**src/ahcs_pkg.sv**
```systemverilog
// Purpose: constants and carriers for the converter conversion sequencer
// Assumes: 10 MHz system clock
// Notes: converter clock is made here by division, so it is no second domain
package ahcs_pkg;
    // ***********************************
    // timing
    // ***********************************
    localparam int unsigned MCLK_KHZ = 10000;
    localparam int unsigned CONV_CLK_MAX_KHZ = 1200;
    localparam int unsigned SLOW_CLK_KHZ = 500;
    localparam int unsigned SETTLE_NS = 3000;
    localparam int unsigned SETTLE_CYC = (SETTLE_NS * MCLK_KHZ + 999999) / 1000000;
    localparam int unsigned CONV_DIV_MIN = (MCLK_KHZ + CONV_CLK_MAX_KHZ - 1) / CONV_CLK_MAX_KHZ;
    localparam int unsigned CONV_DIV_DEF = 16;
    localparam int unsigned STRB_CYC = 4;
    localparam int unsigned EOC_LOW_WAIT = 400;
    localparam int unsigned OE_CYC = 4;
    // ***********************************
    // modes
    // ***********************************
    typedef enum logic [1:0] {
        AHCS_MODE_TIED = 2'h0,
        AHCS_MODE_SPLIT = 2'h1,
        AHCS_MODE_DOUBLE = 2'h2
    } ahcs_mode_t;
    typedef enum logic [1:0] {
        AHCS_OP_SINGLE = 2'h0,
        AHCS_OP_DIFF = 2'h1,
        AHCS_OP_DUAL = 2'h2,
        AHCS_OP_ALT = 2'h3
    } ahcs_op_t;
    typedef struct packed {
        ahcs_op_t op;
        ahcs_mode_t mode;
        logic [2:0] chan_a;
        logic [2:0] chan_b;
    } ahcs_req_t;
    typedef struct packed {
        logic [7:0] data_a;
        logic [7:0] data_b;
        logic [8:0] diff;
    } ahcs_res_t;
endpackage : ahcs_pkg

```
**src/ahcs_sequencer.sv**
```systemverilog
// Purpose: host sequencer driving two eight-channel converters
// Assumes: converter pins are asynchronous to mclk; eoc/data synchronised
// Notes: converter clock derived by a divider from mclk
`timescale 1ns/10ps
module ahcs_sequencer #(
    parameter int unsigned CONV_DIV = ahcs_pkg::CONV_DIV_DEF,
    parameter int unsigned SETTLE = ahcs_pkg::SETTLE_CYC
) (
    // clock and reset
    input wire logic mclk,
    input wire logic rst_n,
    input wire logic ce,
    // request side
    input wire logic req_valid,
    output logic req_ready,
    input wire ahcs_pkg::ahcs_req_t req,
    output logic res_valid,
    output ahcs_pkg::ahcs_res_t res,
    // converter pins, index 0 is converter a
    output logic conv_clk,
    output logic [2:0] addr [2],
    output logic [1:0] ale,
    output logic [1:0] start,
    output logic [1:0] oe,
    output logic [1:0] hold_smp,
    input wire logic [1:0] eoc,
    input wire logic [7:0] dout [2]
);
    typedef enum logic [3:0] {
        S_IDLE, S_LATCH, S_SETTLE, S_START, S_EOCLOW, S_EOCHIGH, S_READ,
        S_HOLD, S_DONE
    } ahcs_st_t;
    // odd or too small ratios round up, never faster than the limit
    localparam int unsigned DIV_USE = (CONV_DIV < ahcs_pkg::CONV_DIV_MIN) ?
        ahcs_pkg::CONV_DIV_MIN : CONV_DIV;
    localparam int unsigned DIVH = (DIV_USE + 1) / 2;
    localparam int unsigned CONV_KHZ = ahcs_pkg::MCLK_KHZ / (DIVH * 2);
    localparam logic FAST = CONV_KHZ > ahcs_pkg::SLOW_CLK_KHZ;

    ahcs_st_t st_r;
    ahcs_pkg::ahcs_req_t q_r;
    logic [15:0] cnt_r;
    logic [7:0] div_r;
    logic clk_r;
    logic [1:0] eoc_s1_r, eoc_s2_r;
    logic [7:0] d_s1_r [2];
    logic [7:0] d_s2_r [2];
    logic sel_r;      // which converter this pass uses
    logic second_r;   // second pass (diff b channel)
    logic alt_r;      // alternate converter toggle
    logic strobe_r, latch_r, oe_r, smp_r;

    function automatic logic [1:0] uses(input ahcs_pkg::ahcs_op_t op, input logic s);
        uses = (op == ahcs_pkg::AHCS_OP_DUAL) ? 2'h3 : (s ? 2'h2 : 2'h1);
    endfunction : uses

    // ***********************************
    // converter clock divider
    // ***********************************
    always_ff @(posedge mclk or negedge rst_n) begin
        if (!rst_n) begin
            div_r <= 8'h00;
            clk_r <= 1'b0;
        end else if (ce) begin
            if (div_r == 8'(DIVH - 1)) begin
                div_r <= 8'h00;
                clk_r <= ~clk_r;
            end else begin
                div_r <= div_r + 8'h01;
            end
        end
    end
    assign conv_clk = clk_r;

    // ***********************************
    // pin synchronisers
    // ***********************************
    always_ff @(posedge mclk or negedge rst_n) begin
        if (!rst_n) begin
            eoc_s1_r <= 2'h0;
            eoc_s2_r <= 2'h0;
            d_s1_r <= '{8'h00, 8'h00};
            d_s2_r <= '{8'h00, 8'h00};
        end else if (ce) begin
            eoc_s1_r <= eoc;
            eoc_s2_r <= eoc_s1_r;
            d_s1_r <= dout;
            d_s2_r <= d_s1_r;
        end
    end

    // ***********************************
    // sequencer
    // ***********************************
    logic [1:0] u;
    logic eoc_all, eoc_none, last;
    assign u = uses(q_r.op, sel_r);
    assign eoc_all = &(eoc_s2_r | ~u);
    assign eoc_none = ~|(eoc_s2_r & u);
    assign last = (q_r.op != ahcs_pkg::AHCS_OP_DIFF) || second_r;

    always_ff @(posedge mclk or negedge rst_n) begin
        if (!rst_n) begin
            st_r <= S_IDLE;
            q_r <= '0;
            cnt_r <= 16'h0000;
            sel_r <= 1'b0;
            second_r <= 1'b0;
            alt_r <= 1'b0;
            strobe_r <= 1'b0;
            latch_r <= 1'b0;
            oe_r <= 1'b0;
            smp_r <= 1'b0;
            res_valid <= 1'b0;
            res <= '0;
        end else if (ce) begin
            res_valid <= 1'b0;
            cnt_r <= cnt_r + 16'h0001;
            case (st_r)
                S_IDLE: begin
                    if (req_valid) begin
                        q_r <= req;
                        cnt_r <= 16'h0000;
                        second_r <= 1'b0;
                        sel_r <= (req.op == ahcs_pkg::AHCS_OP_ALT) ? alt_r : 1'b0;
                        if (req.op == ahcs_pkg::AHCS_OP_ALT) begin
                            alt_r <= ~alt_r;
                            smp_r <= 1'b1;
                            st_r <= S_HOLD;
                        end else begin
                            st_r <= S_LATCH;
                        end
                    end
                end
                S_HOLD: begin
                    if (smp_r && cnt_r == 16'(ahcs_pkg::STRB_CYC - 1)) begin
                        smp_r <= 1'b0;
                        cnt_r <= 16'h0000;
                    end
                    if (!smp_r && cnt_r == 16'(SETTLE - 1)) begin
                        cnt_r <= 16'h0000;
                        st_r <= S_LATCH;   // hold done, then convert
                    end
                end
                S_LATCH: begin
                    // tied and double modes strobe start with the latch
                    latch_r <= 1'b1;
                    strobe_r <= (q_r.mode != ahcs_pkg::AHCS_MODE_SPLIT);
                    if (cnt_r == 16'(ahcs_pkg::STRB_CYC)) begin
                        latch_r <= 1'b0;
                        strobe_r <= 1'b0;
                        cnt_r <= 16'h0000;
                        if (q_r.mode == ahcs_pkg::AHCS_MODE_TIED && !FAST)
                            st_r <= S_EOCLOW;  // slow clock absorbs settle
                        else
                            st_r <= S_SETTLE;
                    end
                end
                S_SETTLE: begin
                    if (cnt_r == 16'(SETTLE - 1)) begin
                        cnt_r <= 16'h0000;
                        st_r <= S_START;
                    end
                end
                S_START: begin
                    // split: start alone double: same address again
                    // a tied line cannot start without latching, so it repeats too
                    strobe_r <= 1'b1;
                    latch_r <= (q_r.mode != ahcs_pkg::AHCS_MODE_SPLIT);
                    if (cnt_r == 16'(ahcs_pkg::STRB_CYC)) begin
                        strobe_r <= 1'b0;
                        latch_r <= 1'b0;
                        cnt_r <= 16'h0000;
                        st_r <= S_EOCLOW;
                    end
                end
                S_EOCLOW: begin
                    // end flag drops within 8 converter clocks of start
                    if (eoc_none || cnt_r == 16'(ahcs_pkg::EOC_LOW_WAIT)) begin
                        st_r <= S_EOCHIGH;
                    end
                end
                S_EOCHIGH: begin
                    if (eoc_all && eoc_none == 1'b0) begin
                        oe_r <= 1'b1;
                        cnt_r <= 16'h0000;
                        st_r <= S_READ;
                    end
                end
                S_READ: begin
                    if (cnt_r == 16'(ahcs_pkg::OE_CYC)) begin
                        oe_r <= 1'b0;
                        cnt_r <= 16'h0000;
                        if (q_r.op == ahcs_pkg::AHCS_OP_DIFF && second_r) begin
                            res.data_b <= d_s2_r[0];
                            res.diff <= {1'b0, res.data_a} - {1'b0, d_s2_r[0]};
                        end else if (q_r.op == ahcs_pkg::AHCS_OP_DUAL) begin
                            res.data_a <= d_s2_r[0];
                            res.data_b <= d_s2_r[1];
                            res.diff <= {1'b0, d_s2_r[0]} - {1'b0, d_s2_r[1]};
                        end else begin
                            res.data_a <= d_s2_r[sel_r];
                            res.data_b <= 8'h00;
                            res.diff <= 9'h000;
                        end
                        // read done before any new start
                        if (last) begin
                            st_r <= S_DONE;
                        end else begin
                            second_r <= 1'b1;
                            st_r <= S_LATCH;
                        end
                    end
                end
                S_DONE: begin
                    res_valid <= 1'b1;
                    st_r <= S_IDLE;
                end
                default: st_r <= S_IDLE;
            endcase
        end
    end

    // ***********************************
    // pin drive
    // ***********************************
    logic [2:0] cur_ch;
    assign cur_ch = second_r && q_r.op == ahcs_pkg::AHCS_OP_DIFF ? q_r.chan_b : q_r.chan_a;
    assign req_ready = (st_r == S_IDLE);
    assign addr[0] = (q_r.op == ahcs_pkg::AHCS_OP_DUAL) ? q_r.chan_a : cur_ch;
    assign addr[1] = (q_r.op == ahcs_pkg::AHCS_OP_DUAL) ? q_r.chan_b : cur_ch;
    assign ale = latch_r ? u : 2'h0;
    assign start = strobe_r ? u : 2'h0;  // both at once in dual
    assign oe = oe_r ? u : 2'h0;
    assign hold_smp = smp_r ? u : 2'h0;

    // ***********************************
    // checks
    // ***********************************
    a_start_ready_read: assert property (@(posedge mclk) disable iff (!rst_n)
        $rose(|start) |-> $past(st_r) != S_READ || !$past(oe_r)) else $error("start during read");
    a_oe_after_eoc: assert property (@(posedge mclk) disable iff (!rst_n)
        $rose(oe_r) |-> $past(eoc_all)) else $error("oe before end flag");
    a_dual_both_start: assert property (@(posedge mclk) disable iff (!rst_n)
        (q_r.op == ahcs_pkg::AHCS_OP_DUAL && |start) |-> start == 2'h3) else $error("dual skew");
    a_settle_gap: assert property (@(posedge mclk) disable iff (!rst_n || !ce)
        (st_r == S_SETTLE && $past(st_r) == S_LATCH) |-> (!(|start))[*8]) else $error("no settle");
    a_tied_same: assert property (@(posedge mclk) disable iff (!rst_n)
        q_r.mode != ahcs_pkg::AHCS_MODE_SPLIT |-> ale == start) else $error("tied strobes differ");
    a_split_latch_only: assert property (@(posedge mclk) disable iff (!rst_n)
        (q_r.mode == ahcs_pkg::AHCS_MODE_SPLIT && st_r == S_LATCH) |-> start == 2'h0)
        else $error("split start early");
    a_double_reload: assert property (@(posedge mclk) disable iff (!rst_n)
        (q_r.mode == ahcs_pkg::AHCS_MODE_DOUBLE && st_r == S_START && strobe_r) |->
        ale == start && $stable(addr[0])) else $error("double strobe bad");
    a_hold_before_conv: assert property (@(posedge mclk) disable iff (!rst_n)
        |hold_smp |-> !(|start) && !(|ale)) else $error("sample overlaps start");
    a_clk_div_half: assert property (@(posedge mclk) disable iff (!rst_n || !ce)
        $changed(clk_r) |=> !$changed(clk_r)) else $error("clock too fast");
    c_single: cover property (@(posedge mclk) disable iff (!rst_n)
        st_r == S_DONE && q_r.op == ahcs_pkg::AHCS_OP_SINGLE);
    c_diff: cover property (@(posedge mclk) disable iff (!rst_n)
        st_r == S_DONE && q_r.op == ahcs_pkg::AHCS_OP_DIFF);
    c_dual: cover property (@(posedge mclk) disable iff (!rst_n)
        st_r == S_DONE && q_r.op == ahcs_pkg::AHCS_OP_DUAL);
    c_alt: cover property (@(posedge mclk) disable iff (!rst_n)
        st_r == S_DONE && q_r.op == ahcs_pkg::AHCS_OP_ALT);
endmodule : ahcs_sequencer
```
**config.mk**
```make
export PLATFORM = sky130hd
export DESIGN_NAME = ahcs_sequencer
export DESIGN_NICKNAME = d
export VERILOG_FILES = /design/src/ahcs_pkg.sv /design/src/ahcs_sequencer.sv
export SDC_FILE = /design/constraint.sdc
export NUM_CORES = 1
export LEC_CHECK = 0
export BUFFER_PORTS_ARGS = -buffer_cell sky130_fd_sc_hd__buf_4
export CAP_MARGIN = 10
export CORE_AREA = 2 2 112 114
export DETAILED_ROUTE_END_ITERATION = 6
export DIE_AREA = 0 0 114 116
export PLACE_DENSITY = 0.69
export SYNTH_ARGS = -nofsm -noshare
export SYNTH_HDL_FRONTEND = slang
export SYNTH_SLANG_ARGS = --single-unit
```
**constraint.sdc**
```tcl
create_clock -name mclk -period 2.6 [get_ports mclk]
set_clock_uncertainty 0.15 [all_clocks]
set_input_delay 0.26 -clock mclk [delete_from_list [all_inputs] [get_ports mclk]]
set_output_delay 0.26 -clock mclk [all_outputs]
set_load 0.02 [all_outputs]
```
# [Yosys cells after proc, flatten, opt, wreduce, memory -nomap -nowiden]
# Cells that the tools add are included.
# W data, S select, Z words.
[totals] register_bits=108 in_bits=32 out_inout_bits=42 wordCells=142
[classes] n_addsub=4 order_cmp=1 eq_ne=29 mux=50 bitwise_logic=7 n_reduce_logical=26
[op_table] cell="$mux W16" count=6
[op_table] cell="$pmux W16 S5" count=1
[op_table] cell="$mux W4" count=9
[op_table] cell="$mux W8" count=4
[op_table] cell="$pmux W4 S8" count=1
[op_table] cell="$mux W25" count=1
[op_table] cell="$ne A2 B2 Y1 const B" count=10
[op_table] cell="$sub A8 B8 Y9" count=2
[op_table] cell="$mux W17" count=1
[op_table] cell="$add A16 B1 Y16 const B" count=1
[op_table] cell="$eq A16 B2 Y1 const B" count=1
[op_table] cell="$eq A16 B3 Y1 const B" count=1
[op_table] cell="$eq A16 B5 Y1 const B" count=1
[op_table] cell="$eq A16 B9 Y1 const B" count=1
[op_table] cell="$eq A4 B3 Y1 const B" count=4
[op_table] cell="$mux W1" count=12
[op_table] cell="$mux W2" count=6
[op_table] cell="$mux W3" count=4
[op_table] cell="$reduce_and A4 Y1" count=3
[op_table] cell="$pmux W1 S2" count=5
[op_table] cell="$reduce_and A5 Y1" count=2
[op_table] cell="$reduce_and A9 Y1" count=1
[op_table] cell="$add A8 B1 Y8 const B" count=1
[op_table] cell="$eq A4 B2 Y1 const B" count=2
[op_table] cell="other kinds (21)" count=37

# [Logic depth before layout (Yosys ltp)]
[depth] ltp_word=8 ltp_mapped=9

# [Worst setup path before layout]
# Ideal clock, no wire load.
[synth_timing] kind="register to register" from="register res[18] (netlist bit)" to="register res[7] (netlist bit)" arrival_time_ps=1976 required_ps=2310 setup_slack_ps=334 stages_incl_launch_ff=8 n_path_buf=0 cell_sequence="dfrtp_1 -> ha_1 -> nor2b_1 -> o2111a_1 -> or3_1 -> a31o_2 -> a32oi_1 -> a21oi_1"
[synth_via] elab_chain_len=2
[synth_rtl] item="from (decl)" line_no="ahcs_sequencer.sv:18" rtl="output ahcs_pkg::ahcs_res_t res,"
[synth_rtl] item="$sub A8 B8 Y9" line_no="ahcs_sequencer.sv:196" rtl="res.diff <= {1'b0, res.data_a} - {1'b0, d_s2_r[0]};"
[synth_rtl] item="$mux W17" line_no="ahcs_sequencer.sv:194" rtl="if (q_r.op == ahcs_pkg::AHCS_OP_DIFF && second_r) begin"
# Every way passes these cells.
# A chain may end at the register's enable or synchronous reset.

# [Final worst setup path]
[layout_timing] from="register cnt_r[0]" to="register st_r[3]"
[layout_via] elab_chain_len=4
[layout_rtl] item="from (decl)" line_no="ahcs_sequencer.sv:42" rtl="logic [15:0] cnt_r;"
[layout_rtl] item="from (signal assigned)" line_no="ahcs_sequencer.sv:118" rtl="cnt_r <= cnt_r + 16'h0001;"
[layout_rtl] item="$eq A16 B9 Y1 / $eq A16 B5 Y1 (equally long branches)" line_no="ahcs_sequencer.sv:179, ahcs_sequencer.sv:140, ahcs_sequencer.sv:160"
[layout_rtl] item="$logic_or A1 B1 Y1 / $logic_and A1 B1 Y1 (equally long branches)" line_no="ahcs_sequencer.sv:179, ahcs_sequencer.sv:140"
[layout_rtl] item="$ne A2 B2 Y1 (no source line)"
[layout_rtl] item="$reduce_and A9 Y1 (no source line) *"
[layout_rtl] item="to (signal assigned)" line_no="ahcs_sequencer.sv:174" rtl="st_r <= S_EOCLOW;"
[layout_rtl] item="to (signal assigned)" line_no="ahcs_sequencer.sv:180" rtl="st_r <= S_EOCHIGH;"
[layout_rtl] item="to (signal assigned)" line_no="ahcs_sequencer.sv:187" rtl="st_r <= S_READ;"
[layout_rtl] item="to (decl)" line_no="ahcs_sequencer.sv:40" rtl="ahcs_st_t st_r;"
# Mark *: on every way between the ends. The rest lies on a longest branch, timed or not.

==> metrics.yaml <==
logic_synthesis:
  yosysMostFrequentCell: "dfrtp_1"
  synth-seq-area-share_pct: 45.9
  netlist_area_um2: 5890
  yosys_warnings: 0
  synthArstFlopShare_pct: 100
  yosys_register_bits: 108
  avgSynthCellArea_um2: 9.96
  synthTopCellsByCount: "dfrtp_1 (108), nand2_1 (69), nor2_1 (41)"
  synth_area_leaders: "dfrtp_1 (46%), mux2_2 (6.7%), nand2_1 (4.4%)"
  ys_types: 63
  yosys.area.top_type: "dfrtp_1"
  yosysTopAreaCellShare_pct: 45.9
  synth_edf_count: 0
  synth_cells: 592
  syn-num-nets: 646
  yosys_most_used_dff: "dfrtp_1"
clock_network:
  cts_setup_buffers: 0
  clockRootBuffer: "clkbuf_16"
  cts_sinks: 108
  numCtsBuffers: 9
  insertion_delay_ns: 0.35
  htreeDepth: 3
  clkTransAtPathRegs_ns: 0.07
  cts_buffer_depth: 2
  tritoncts: "built"
grt:
  met1_usage_pct: 30.1
  grt_pass1_vias: 4622
  overflow: 0
  grt_usage_pct: 21.4
  busiest_layer: "met2"
  met2_usage_pct: 34.5
  antenna_found_initial: 0
  grt_first_pass_wirelength_um: 22500
  use_met3_pct: 3.14
  grt_max_degree: 42
routing:
  firstDrtPassIters: 7
  routed-via-count: 4701
  routed_wl_um: 13400
  ant_nets: 0
  routedWlPerCell_um: 15.9
  via_per_inst: 5.57
  dr.first_iter.drc_count: 248
  drcViolationCount: 0
critical_path:
  critPathKind: "flop to flop"
  arrival_ns: 2.52
  startpoint_type: "flop"
  cp.required_ns: 2.69
  cp-end-kind: "flop"
  path_max_fanout: 6
placed_design:
  placed_area_um2: 6600
  place.gp.congestion: 0.874
  pre_cts_slack_ns: 0.223
  dp_hpwl_um: 9760
  dp.cells: 801
  portBuffers: 73
sta:
  slew_headroom_pct: 70.0
  drv_slew: 0
  setup-tns-final_ns: 0
  worst_slack_ns: 0.174
  rsz0062_at_grt: "false"
  worstMarginPinSlew_ns: 0.450
  fmax_ghz: 0.412
  period_share_pct: 93.3
  finalCriticalPeriod_ns: 2.43
  hold_violations: 0
  setup_viol: 0
layout:
  layout-drive-gt1-share_pct: 23.8
  stdcell_count: 844
  area_growth_pct: 22.2
  fin_area_um2: 7200
  antennaDiodeCount: 0
  fillers: 986
  fin_nets: 746
power:
  leakage_nw: 3.32
  pwr-share-seq_pct: 36.3
  p_clk_share_pct: 22.7
  p_sw_mw: 2.57
  power_frac_comb_pct: 41.0
  p_sw_share_pct: 38.4
  powerDensity_nw_per_um2: 929
  ir_drop_mv: 0.346
  intPower_mw: 4.12
floorplanning:
  rows: 40
  dieWidth_um: 114
  design.core.area_um2: 11900
  io_pins: 74
  die_h_um: 116
  start_util_pct: 49.5
  die_area_um2: 13200
status:
  outcome: "finished, final reports clean"
flow_run:
  drv_cap: 0
hold_path:
  hp-class: "input port to flop"
[kinds of logic (layout without fill, tap and decap cells)]
kind of cell | Yosys count | after routing | share of synthesized area (%)
and+or+nand+nor | 202 | 202 | 17.9
AOI/OAI and AO/OA | 132 | 132 | 14.8
DFF | 108 | 108 | 45.9
buffers and inverters | 60 | 165 | 4.75
muxes | 40 | 40 | 7.71
xor gates and xnor gates | 28 | 28 | 4.16
adders and majority gates | 22 | 22 | 4.92
[worst max-delay path: stages, from the launching register on]
cell	delay, ns
dfrtp_1	0.43
inv_1	0.12
ha_1	0.20
and4bb_2	0.25
nand4_2	0.16
a2bb2oi_1	0.27
and4_1	0.40
mux2_4	0.33
[metal layers]
layer	up-vias	part of all wire, %
met5	-	0
met3	17	4.8
met1	2268	48
met2	129	46
li1	2287	-
met4	0	1.4
[metrics by stage]
step                hold slack [ns]  total power [mW]  utilization (%)
floorplan                    -0.186              4.34                -
global placement             0.0737              5.04             55.4
detailed placement           0.0832              5.13             55.4
CTS                        0.000925              6.69             60.4
global route                 0.0619              7.13             60.5
finish                       0.0531              6.69             60.5
[final timing paths]
| kind | slack (ns) | startpoint | depth (start not counted) | end |
|---|---|---|---|---|
| setup / recovery | 0.17 | cnt_r[0]$_DFFE_PN0P_ | 7 | st_r[3]$_DFFE_PN0P_ |
| hold / removal | 0.05 | req[9] | 2 | q_r[9]$_DFFE_PN0P_ |
| setup reg to reg | 0.17 | cnt_r[0]$_DFFE_PN0P_ | 7 | st_r[3]$_DFFE_PN0P_ |
| hold reg to reg | 0.33 | conv_clk$_DFFE_PN0P_ | 1 | conv_clk$_DFFE_PN0P_ |
| max in group asynchronous | 1.42 | rst_n | 3 | res_valid$_DFFE_PN0P_ |
| min in group asynchronous | 0.24 | rst_n | 2 | conv_clk$_DFFE_PN0P_ |
[cells in the final DEF, fill, tap and decap left out, types with 6 or more instances in the layout]
| cell type | instances |
|---|---|
| a21oi_1 | 31 |
| o21ai_2 | 10 |
| nand2b_1 | 7 |
| inv_1 | 34 |
| clkbuf_16 | 9 |
| nor2_1 | 41 |
| dlygate4sd3_1 | 27 |
| nand3_1 | 15 |
| nand2_1 | 68 |
| ha_1 | 20 |
| nor2b_1 | 13 |
| nor3_1 | 10 |
| nand4_1 | 8 |
| a22oi_1 | 10 |
| and2_1 | 6 |
| mux2_2 | 35 |
| dfrtp_1 | 108 |
| o21ai_0 | 34 |
| buf_4 | 87 |
| and3_1 | 6 |
| xnor2_1 | 23 |
[state kept, by name, summed over array words and instances, names as in the netlist]
signal	cells
oe_r	1
cnt_r	16
second_r	1
smp_r	1
strobe_r	1
div_r	8
alt_r	1
res_valid	1
d_s2_r	16
eoc_s2_r	2
res	25
eoc_s1_r	2
d_s1_r	16
st_r	4
sel_r	1
latch_r	1
q_r	10
conv_clk	1
[repair_timing]
action / in CTS / in global routing
hold buffers: 26 / 1
hold endpoints to repair: 53 / 1
endpoints found under the setup margin: 0 / 3
gates resized for setup: 0 / 2
[layout make-up]
| cell class | instances | area [um^2] | area share [%] |
|---|---|---|---|
| multi-input cells | 424 | 2910 | 40.4 |
| well taps | 147 | 184 | 2.55 |
| inverters | 34 | 128 | 1.77 |
| clock inverters | 6 | 93.8 | 1.30 |
| flip-flops and latches | 108 | 2700 | 37.5 |
| repair buffers | 115 | 943 | 13.1 |
| clock buffers | 10 | 239 | 3.32 |
[power by group through the flow]
| stage | registers, mW | logic [mW] | clock network, mW |
|---|---|---|---|
| 2_1_floorplan | 2.42 | 1.92 | 0 |
| 3_3_place_gp | 2.44 | 2.60 | 0 |
| 3_5_place_dp | 2.46 | 2.67 | 0 |
| 4_1_cts | 2.43 | 2.72 | 1.55 |
| 5_1_grt | 2.50 | 3.02 | 1.61 |
| 6_report | 2.43 | 2.74 | 1.52 |
No activity file was read; power rests on OpenSTA's default activity.
